==> src/hw/ext_seq_map.vh <==
// Constants for the extended sequencer control register bank.
// Assumes an indexed byte port: index latched first, data port at 3C5.
`ifndef EXT_SEQ_MAP_VH
`define EXT_SEQ_MAP_VH
`define IDX_SEQ_MODE 8'h07
`define IDX_EEPROM 8'h08
`define IDX_SCRATCH0 8'h09
`define IDX_SCRATCH1 8'h0a
`define IDX_NUM0 8'h0b
`define IDX_NUM1 8'h0c
`define IDX_NUM2 8'h0d
`define IDX_NUM3 8'h0e
`define IDX_MEMCTL 8'h0f
`define RST_NUM0 7'h66
`define RST_NUM1 7'h5b
`define RST_NUM2 7'h45
`define RST_NUM3 7'h7e
`define DIV_NORMAL 2'h0
`define DIV_BY2 2'h1
`define DIV_BY3 2'h2
`define DIV_PIXRATE 2'h3
`define BUS_W8 2'h0
`define BUS_W16 2'h1
`define BUS_W32 2'h2
`define FIFO_SHALLOW 5'h08
`define FIFO_DEEP 5'h10
`define FIFO_DEEP_ALT 5'h14
`define CHAR_PIX_PACKED 5'h08
`define CHAR_CLK_BY3 5'h18
`endif

==> src/hw/ext_seq_regs.v <==
// Extended sequencer control registers with their decoded control outputs.
// Assumes host index/data strobes are synchronous to clk_sys; pins are not.
`timescale 1ns/1ps
`include "ext_seq_map.vh"
module ext_seq_regs #(
   parameter ALT_MEMBER = 1'b0
) (
   input wire clk_sys,
   input wire nrst,
   input wire clk_en,
   // Host index/data port
   input wire idx_wr,
   input wire [7:0] idx_data,
   input wire data_wr,
   input wire data_rd,
   input wire [7:0] wr_data,
   output reg [7:0] rd_data,
   output reg rd_hit,

   // Board pins and same-clock display timing
   input wire [2:0] config_straps,
   input wire hblank,
   input wire mem_access,
   output reg wide_memory_chip_select,
   input wire eeprom_data_in_pin,
   output reg eeprom_chip_select_pin,
   input wire external_sync_pin_i,
   output reg external_sync_pin_o,
   output reg external_sync_pin_oe,
   input wire external_video_enable_pin_n_i,
   output reg external_video_enable_pin_n_o,
   output reg external_video_enable_pin_n_oe,

   // Decoded controls for the sequencer, cursor and memory
   output reg sync_ctl,
   output reg video_en_ctl_n,
   output reg [1:0] char_div,
   output reg [4:0] char_clk_pixels,
   output reg byte_rate_dac,
   output reg packed_pixel,
   output reg set_reset_off,
   output reg cursor_allowed,
   output reg cursor_pixel_units,
   output reg cursor_dac_only,
   output reg low_byte_pins_only,
   output reg div2_illegal,
   output reg bank_x16,
   output reg second_row_strobe_en,
   output reg random_writes,
   output reg [4:0] fifo_levels,
   output reg [1:0] bus_width,
   output reg [6:0] num0,
   output reg [6:0] num1,
   output reg [6:0] num2,
   output reg [6:0] num3
);
   // Host-visible register state
   reg [7:0] index_q;
   reg [1:0] div_q;
   reg hires_q;
   reg [4:0] ee_low_q;
   reg ee_in_en_q;
   reg latch_q;
   reg suppress_q;
   reg [7:0] scr0_q;
   reg [7:0] scr1_q;
   reg [6:0] n0_q;
   reg [6:0] n1_q;
   reg [6:0] n2_q;
   reg [6:0] n3_q;
   reg bank_q;
   reg nofp_q;
   reg deep_q;
   reg [1:0] bw_pend_q;

   // Strap capture and pin synchronisers
   reg [2:0] strap_s1_q;
   reg [2:0] strap_s2_q;
   reg [1:0] strap_cnt_q;
   reg [2:0] strap_q;
   reg strap_done_q;
   reg [2:0] s1_q;
   reg [2:0] s2_q;

   // Display timing and latched pin levels
   reg hb_prev_q;
   reg sync_lat_q;
   reg vid_lat_q;

   reg [7:0] rd_d;

   // Write strobe, decoded serial memory output enable and hblank start edge
   wire wr = clk_en & data_wr;
   wire ee_oe = ee_low_q[4];
   wire hb_start = hblank & ~hb_prev_q;

   // Index latch; a data strobe in the same cycle still sees the old index
   always @(posedge clk_sys or negedge nrst) begin
      if (!nrst) begin
         index_q <= 8'h00;
      end else if (clk_en && idx_wr) begin
         index_q <= idx_data;
      end
   end

   // Pins from outside pass two flops before use
   always @(posedge clk_sys or negedge nrst) begin
      if (!nrst) begin
         s1_q <= 3'h0;
         s2_q <= 3'h0;
      end else if (clk_en) begin
         s1_q <= {eeprom_data_in_pin, external_sync_pin_i,
            external_video_enable_pin_n_i};
         s2_q <= s1_q;
      end
   end

   // Register writes; unmapped indexes fall through and change nothing
   always @(posedge clk_sys or negedge nrst) begin
      if (!nrst) begin
         div_q <= 2'h0;
         hires_q <= 1'b0;
         ee_low_q <= 5'h00;
         ee_in_en_q <= 1'b0;
         latch_q <= 1'b0;
         suppress_q <= 1'b0;
         scr0_q <= 8'h00;
         scr1_q <= 8'h00;
         n0_q <= `RST_NUM0;
         n1_q <= `RST_NUM1;
         n2_q <= `RST_NUM2;
         n3_q <= `RST_NUM3;
         bank_q <= 1'b0;
         nofp_q <= 1'b0;
         deep_q <= 1'b0;
         bw_pend_q <= 2'h0;
      end else begin
         if (wr) begin
            case (index_q)
               `IDX_SEQ_MODE: begin
                  div_q <= wr_data[2:1];
                  hires_q <= wr_data[0];
               end
               `IDX_EEPROM: begin
                  suppress_q <= wr_data[6];
                  latch_q <= wr_data[5];
                  ee_low_q <= {wr_data[4:2], 1'b0, wr_data[0]};
                  ee_in_en_q <= wr_data[1];
               end
               `IDX_SCRATCH0: begin
                  scr0_q <= wr_data;
               end
               `IDX_SCRATCH1: begin
                  scr1_q <= wr_data;
               end
               `IDX_NUM0: begin
                  n0_q <= wr_data[6:0];
               end
               `IDX_NUM1: begin
                  n1_q <= wr_data[6:0];
               end
               `IDX_NUM2: begin
                  n2_q <= wr_data[6:0];
               end
               `IDX_NUM3: begin
                  n3_q <= wr_data[6:0];
               end
               `IDX_MEMCTL: begin
                  bank_q <= wr_data[7];
                  nofp_q <= wr_data[6];
                  deep_q <= wr_data[5];
                  bw_pend_q <= wr_data[4:3];
               end
               default: ;
            endcase
         end
      end
   end

   // ee_low_q layout: [4] output enable, [3] data out, [2] serial clock,
   // [1] unused, [0] chip select
   wire ee_cs = ee_low_q[0];
   wire ee_sk = ee_low_q[2];
   wire ee_do = ee_low_q[3];

   // Straps are board pins: two flops, then one capture after reset.
   // The capture waits until the second stage holds a real pin level.
   always @(posedge clk_sys or negedge nrst) begin
      if (!nrst) begin
         strap_s1_q <= 3'h0;
         strap_s2_q <= 3'h0;
         strap_cnt_q <= 2'h0;
         strap_q <= 3'h0;
         strap_done_q <= 1'b0;
      end else if (clk_en) begin
         strap_s1_q <= config_straps;
         strap_s2_q <= strap_s1_q;
         if (!strap_done_q) begin
            if (strap_cnt_q == 2'h2) begin
               strap_q <= strap_s2_q;
               strap_done_q <= 1'b1;
            end else begin
               strap_cnt_q <= strap_cnt_q + 2'h1;
            end
         end
      end
   end

   // Read mux; reserved bits and unmapped indexes read zero
   always @* begin
      rd_d = 8'h00;
      case (index_q)
         `IDX_SEQ_MODE: rd_d = {4'h0, 1'b0, div_q, hires_q};
         `IDX_EEPROM: rd_d = {ee_in_en_q & s2_q[2],
            suppress_q, latch_q, ee_oe, ee_do, ee_sk, ee_in_en_q, ee_cs};
         `IDX_SCRATCH0: rd_d = scr0_q;
         `IDX_SCRATCH1: rd_d = scr1_q;
         `IDX_NUM0: rd_d = {1'b0, n0_q};
         `IDX_NUM1: rd_d = {1'b0, n1_q};
         `IDX_NUM2: rd_d = {1'b0, n2_q};
         `IDX_NUM3: rd_d = {1'b0, n3_q};
         `IDX_MEMCTL: rd_d = {bank_q, nofp_q, deep_q, bw_pend_q,
            strap_q};
         default: rd_d = 8'h00;
      endcase
   end

   // Read answer stands for one cycle, zero otherwise
   always @(posedge clk_sys or negedge nrst) begin
      if (!nrst) begin
         rd_data <= 8'h00;
         rd_hit <= 1'b0;
      end else if (clk_en) begin
         if (data_rd) begin
            rd_data <= rd_d;
         end else begin
            rd_data <= 8'h00;
         end
         rd_hit <= data_rd;
      end
   end

   // Double buffer: pending width loads at hblank start so timing never shifts mid scanline
   always @(posedge clk_sys or negedge nrst) begin
      if (!nrst) begin
         hb_prev_q <= 1'b0;
         bus_width <= `BUS_W8;
      end else if (clk_en) begin
         hb_prev_q <= hblank;
         if (hb_start) begin
            bus_width <= bw_pend_q;
         end
      end
   end

   // Latch bit 0: follow pins; 1: hold last captured level
   always @(posedge clk_sys or negedge nrst) begin
      if (!nrst) begin
         sync_lat_q <= 1'b0;
         vid_lat_q <= 1'b1;
         sync_ctl <= 1'b0;
         video_en_ctl_n <= 1'b1;
      end else if (clk_en) begin
         if (!latch_q) begin
            sync_lat_q <= s2_q[1];
            vid_lat_q <= s2_q[0];
            sync_ctl <= s2_q[1];
            video_en_ctl_n <= s2_q[0];
         end else begin
            sync_ctl <= sync_lat_q;
            video_en_ctl_n <= vid_lat_q;
         end
      end
   end

   // Pins shared with the serial memory; enables high while driving.
   // Software must latch the pin levels first or the display glitches.
   always @(posedge clk_sys or negedge nrst) begin
      if (!nrst) begin
         wide_memory_chip_select <= 1'b0;
         eeprom_chip_select_pin <= 1'b0;
         external_sync_pin_o <= 1'b0;
         external_sync_pin_oe <= 1'b0;
         external_video_enable_pin_n_o <= 1'b1;
         external_video_enable_pin_n_oe <= 1'b0;
      end else if (clk_en) begin
         wide_memory_chip_select <= mem_access & ~suppress_q;
         eeprom_chip_select_pin <= ee_cs;
         external_sync_pin_o <= ee_sk;
         external_sync_pin_oe <= ee_oe;
         external_video_enable_pin_n_o <= ee_do;
         external_video_enable_pin_n_oe <= ee_oe;
      end
   end

   // Character clock modes
   always @(posedge clk_sys or negedge nrst) begin
      if (!nrst) begin
         char_div <= `DIV_NORMAL;
         char_clk_pixels <= 5'h00;
         byte_rate_dac <= 1'b0;
         packed_pixel <= 1'b0;
         set_reset_off <= 1'b0;
         low_byte_pins_only <= 1'b0;
      end else if (clk_en) begin
         char_div <= div_q;
         byte_rate_dac <= div_q == `DIV_BY3;
         if (div_q == `DIV_BY3) begin
            char_clk_pixels <= `CHAR_CLK_BY3;
         end else if (hires_q) begin
            char_clk_pixels <= `CHAR_PIX_PACKED;
         end else begin
            char_clk_pixels <= 5'h00;
         end
         packed_pixel <= hires_q;
         set_reset_off <= hires_q & ALT_MEMBER;
         low_byte_pins_only <= div_q == `DIV_PIXRATE;
      end
   end

   // Cursor limits follow the divider
   always @(posedge clk_sys or negedge nrst) begin
      if (!nrst) begin
         cursor_allowed <= 1'b1;
         cursor_pixel_units <= 1'b0;
         cursor_dac_only <= 1'b0;
         div2_illegal <= 1'b0;
      end else if (clk_en) begin
         cursor_allowed <= div_q != `DIV_BY3;
         cursor_pixel_units <= div_q == `DIV_BY2;
         cursor_dac_only <= div_q == `DIV_BY2;
         // Divide-by-two only valid on the widest memory path
         if (div_q == `DIV_BY2 && bus_width != `BUS_W32) begin
            div2_illegal <= 1'b1;
         end else begin
            div2_illegal <= 1'b0;
         end
      end
   end

   // Memory layout controls
   always @(posedge clk_sys or negedge nrst) begin
      if (!nrst) begin
         bank_x16 <= 1'b0;
         second_row_strobe_en <= 1'b0;
         random_writes <= 1'b0;
         fifo_levels <= `FIFO_SHALLOW;
      end else if (clk_en) begin
         bank_x16 <= bank_q;
         second_row_strobe_en <= bank_q;
         random_writes <= nofp_q;
         if (!deep_q) begin
            fifo_levels <= `FIFO_SHALLOW;
         end else if (ALT_MEMBER) begin
            fifo_levels <= `FIFO_DEEP_ALT;
         end else begin
            fifo_levels <= `FIFO_DEEP;
         end
      end
   end

   // Numerators mirrored to the clock synthesiser; bit 7 is never stored
   always @(posedge clk_sys or negedge nrst) begin
      if (!nrst) begin
         num0 <= `RST_NUM0;
         num1 <= `RST_NUM1;
         num2 <= `RST_NUM2;
         num3 <= `RST_NUM3;
      end else if (clk_en) begin
         num0 <= n0_q;
         num1 <= n1_q;
         num2 <= n2_q;
         num3 <= n3_q;
      end
   end
endmodule

==> config.mk <==
export PLATFORM = sky130hd
export DESIGN_NAME = ext_seq_regs
export DESIGN_NICKNAME = d
export VERILOG_FILES = /design/src/hw/ext_seq_regs.v
export VERILOG_INCLUDE_DIRS = /design/src /design/src/hw
export SDC_FILE = /design/constraint.sdc
export NUM_CORES = 1
export LEC_CHECK = 0
export BUFFER_PORTS_ARGS = -buffer_cell sky130_fd_sc_hd__buf_4
export CORE_ASPECT_RATIO = 0.9
export CORE_MARGIN = 2
export CORE_UTILIZATION = 61
export DETAILED_ROUTE_END_ITERATION = 7
export PLACE_DENSITY = 0.95
export SYNTH_ARGS = -nofsm -noshare
export SYNTH_HDL_FRONTEND = slang
export SYNTH_SLANG_ARGS = --single-unit
==> constraint.sdc <==
create_clock -name clk_sys -period 4.4 [get_ports clk_sys]
set_clock_uncertainty 0.2 [all_clocks]
set_input_delay 0.66 -clock clk_sys [delete_from_list [all_inputs] [get_ports clk_sys]]
set_output_delay 0.66 -clock clk_sys [all_outputs]
set_load 0.03 [all_outputs]
; ---- Word level (Yosys, flattened, before mapping)
; Cells that the tools add are included.
[word_totals]
ff_bits = 152
[classes]
n_bitwise = 9
n_addsub = 1
n_mux = 8
n_eq_ne = 15
reduce_logical = 15
[op_table]
columns = cell, count
row1 = $pmux 8 s9, 1
row2 = $eq 8x4->1 const B, 8
row3 = $reduce_and 2->1, 11
row4 = $mux 5, 2
row5 = $eq 8x3->1 const B, 1
row6 = $mux 8, 1
row7 = $eq 2x2->1 const B, 3
row8 = $reduce_and 3->1, 2
row9 = $not 1->1, 5
row10 = $and 1x1->1, 4
row11 = $mux 4, 1
row12 = $ne 2x2->1 const B, 2
row13 = $mux 1, 3
row14 = $add 2x1->2 const B, 1
row15 = $eq 2x1->1 const B, 1
row16 = $logic_and 1x1->1, 2

; ---- Logic depth before layout (Yosys ltp)
[logic_depth]
word_depth = 3
depth_mapped = 7

; ---- Worst setup path after synthesis
; OpenSTA, ideal clock, no wires.
[synth_path]
path_kind = input-to-reg
start = input port clk_en
end = register num0[0]
required_time_ps = 4075
path_slack_ps = 2147
arrival_time_ps = 1928
path_buffers = 3
cell_stages = 4
path_cell_list = clkbuf_1 > clkbuf_1 > clkbuf_1 > mux2_2
[synth_lines]
columns = item, line
row1 = from (decl), ext_seq_regs.v:10  ; input wire clk_en,
row2 = to (signal assigned), ext_seq_regs.v:365  ; num0 <= `RST_NUM0;
row3 = to (signal assigned), ext_seq_regs.v:370  ; num0 <= n0_q;
row4 = to (decl), ext_seq_regs.v:52  ; output reg [6:0] num0,
; No word-level cell between the ends.

; ---- Worst setup path after layout
[layout_path]
start = register index_q[2]
end = register scr0_q[0]
[layout_via]
elab_chain_cells = 2
[layout_rtl]
columns = item, line
row1 = from (decl), ext_seq_regs.v:58  ; reg [7:0] index_q;
row2 = from (signal assigned), ext_seq_regs.v:102  ; index_q <= idx_data;
row3 = $eq 8x4->1, ext_seq_regs.v:139  ; case (index_q)
row4 = $reduce_and 2->1 (no line), --
row5 = to (signal assigned), ext_seq_regs.v:151  ; scr0_q <= wr_data;
row6 = to (decl), ext_seq_regs.v:65  ; reg [7:0] scr0_q;
; No other way between the ends.
; A chain may end at the register's enable or synchronous reset.

==> out/summary.md <==
* **Filler cells** 622
* **overall die height** 100.1 um
* **# clock sinks** 145
* **Resized Gates After CTS** 0
* **core region area** 10120 sq um
* **post-DR wirelength/cell** 20.87 um
* **ratio of final minimum period to clock period** 0.6556
* **Pwr Density** 471.6 nW/um^2
* **start-to-end type of the worst setup path** flip-flop to flip-flop
* **post-placement worst setup slack** 1610 ps
* **share of the core filled with cells in the final layout** 0.7516
* **cell types with the highest counts after synthesis** 129 x mux2_2, 105 x dfrtp_1, 40 x dfstp_2
* **CTS Root Cell** clkbuf_16
* **length in cells of the worst reg-to-reg path** 4
* **mapped cell area** 6255 sq um
* **final wirelength** 14150 um
* **vias per std cell** 5.996
* **ys async rst share** 1.000
* **reg-to-reg slack, setup** 1520 ps
* **total setup buffers inserted after CTS** 0
* **leak pwr** 3.543 nW
* **layout overhead on the synthesized area** 21.56%
* **sequential fraction of the synthesis area** 0.5881
* **number of instances in the synthesized netlist** 446
* **crit path launch type** flip-flop
* **worst slew pin tran** 984.9 ps
* **Total Routing Usage GR** 0.2705
* **site row count** 35
* **final hold viol count** 0
* **quantity of I/O buffers inserted on ports** 92
* **top_reg_cell synth** dfrtp_1
* **final global-route overflow total** 0
* **worst slew margin relative to its limit** 0.3434
* **number of setup violations in the final report** 0
* **largest stage delay on the critical path** 800 ps
* **remaining antenna violation count after routing** 0
* **largest area contributor in the netlist** dfrtp_1
* **average footprint of a synthesized cell** 14.02 sq um
* **final worst-path setup slack** 1515 ps
* **data required time at the worst endpoint** 4500 ps
* **hold slack** 159.0 ps
* **sequential cell area** 3679 sq um
* **Max stage delay cell, worst path** nor3_2
* **total vias in the final route** 4065
* **Data arrival, critical path** 2980 ps
* **clock buffers created by TritonCTS** 17
* **total negative setup slack** 0 ps
* **full die area** 11080 sq um
* **DRC Markers** 0
* **warnings from Yosys** 0
* **first-iteration detailed-routing DRC count** 232
* **run status** complete, no violations
* **top post-synthesis cells by area** dfrtp_1 42%, mux2_2 23%, dfstp_2 17%
* **initial antenna violation count** 0
* **number of buffers on the longest clock path** 2
* **number of enable flip-flop cells after synthesis** 0
* **crit path time final** 2885 ps
* **TritonCTS clock tree** done
* **Diodes inserted** 0
* **Hold-fix buffers, CTS** 0
* **H-tree Lvls** 4
* **number of nets in the finished design** 567
* **global-route wire length before repair** 22890 um
* **horizontal extent of the die** 110.7 um
* **CP max FO** 20
* **share of cells above drive strength 1** 0.5701
* **number of global-route vias before repair** 4211
* **kind of end point of the critical path** flip-flop
* **DRT Pass-1 Iters** 5
* **Clk Latency, worst-skew pair** 420 ps
* **total instance count after detailed placement** 646
* **unrepaired setup endpoints after global routing** no
* **maximum frequency from static timing analysis** 346.7 MHz
* **last weighted congestion value of the routability-driven placer** 0.8619
* **#FFs+latches synth** 145
* **number of maximum-capacitance violations** 0
* **largest net degree at the start of global routing** 113
* **class of the tightest hold or removal check** input port to asynchronous set/reset pin
* **Ports** 100
* **total area of multi-input combinational cells** 2384 sq um
* **Initial Util** 0.6183
* **clock-pin slew on the worst setup and hold paths** 70 ps
* **distinct cell type count of the synthesized netlist** 43
* **cell-by-cell trace of the critical path** inv_1, nand3_2, nor3_2, mux2_2
* **final cell count without fillers** 678
* **peak ir drop on the vdd network** 0.3035 mV
* **top-count cell post-synth** mux2_2
* **max-slew violation count** 0
* **placed wire-length estimate** 9083 um
* **area share of the leading cell type in the synthesized netlist** 0.4201
-- final cells by class --
class / count / share of cell area
clock buffers: 17 / 0.05595
flip-flops and latches: 145 / 0.4838
clock inverters: 15 / 0.02287
repair buffers: 97 / 0.09626
well taps: 129 / 0.02123
inverters: 13 / 0.006418
multi-input cells: 262 / 0.3135
-- per-layer routing --
layer / vias up / routed length [um] / GRT usage
met1: 2063 / 5765 / 0.3587
met4: 0 / 379 / 0.1144
met3: 45 / 1056 / 0.06461
met2: 196 / 6946 / 0.4365
met5: - / 0 / 0
li1: 1761 / - / -
-- critical path, delay by kind of cell, from the launching register on --
family / cells / cell delay [ps]
simple gates: 2 / 1050
mux: 1 / 430
buf+inv: 1 / 420
flops: 1 / 670
-- registers in the layout, indices dropped and copies added (netlist names), 3 cells and up --
| register | cells |
|---|---|
| index_q | 8 |
| rd_data | 8 |
| scr0_q | 8 |
| scr1_q | 8 |
| n0_q | 7 |
| n1_q | 7 |
| n2_q | 7 |
| n3_q | 7 |
| num0 | 7 |
| num1 | 7 |
| num2 | 7 |
| num3 | 7 |
| ee_low_q | 4 |
| s1_q | 3 |
| s2_q | 3 |
| strap_q | 3 |
| strap_s1_q | 3 |
| strap_s2_q | 3 |
-- where the power goes --
part,leakage (nW),switching (mW),internal [mW]
combinational,1.46,0.282,0.234
sequential,1.80,0.122,1.49
clock,0.287,0.602,0.855
-- kinds of logic after synthesis --
group	Yosys count	share of synthesized area
adder cells (fa/ha/maj)	1	0.002000
multiplexers	147	0.2731
AND/OR/NAND/NOR	66	0.06202
flip-flops	145	0.5881
other	1	0.0005995
XOR/XNOR	1	0.001401
AO/OA/AOI/OAI	40	0.03841
buffers and inverters	45	0.03441
-- final timing paths --
path,endpoint,startpoint
worst max-delay path,scr0_q[0],index_q[2]
worst min-delay path,num0[3],nrst
worst max register to register,scr0_q[0],index_q[2]
worst min register to register,fifo_levels[3],fifo_levels[3]
max in group asynchronous,num3[6],nrst
min in group clk_sys,s1_q[1],external_sync_pin_i
-- layout by cell type, fill, tap and decap left out, types with 2 or more instances in the layout --
cell,instances
a21oi_1,10
a31oi_1,2
and2_1,2
buf_4,96
bufinv_16,2
clkbuf_16,17
clkinvlp_4,3
conb_1,7
dfrtp_1,105
dfstp_2,40
inv_1,13
inv_6,5
inv_8,3
mux2_2,129
mux2i_1,12
mux4_2,6
nand2_1,17
nand2b_1,3
nand3_1,8
nand3b_1,4
nand4_1,2
nand4b_1,2
nor2_1,10
nor2_2,2
nor2b_1,5
nor3_1,2
nor3_2,2
nor4_4,2
o21ai_0,14
o22ai_1,6
-- per-stage QoR --
step / power (mW) / cell area [sq um]
after floorplan: 1.939 / 6277
after global placement: 2.114 / 7004
after detailed placement: 2.140 / 7004
after CTS: 3.602 / 7604
after global routing: 3.704 / 7604
final: 3.586 / 7604
Note: power is estimated with default switching activity, not from simulation.
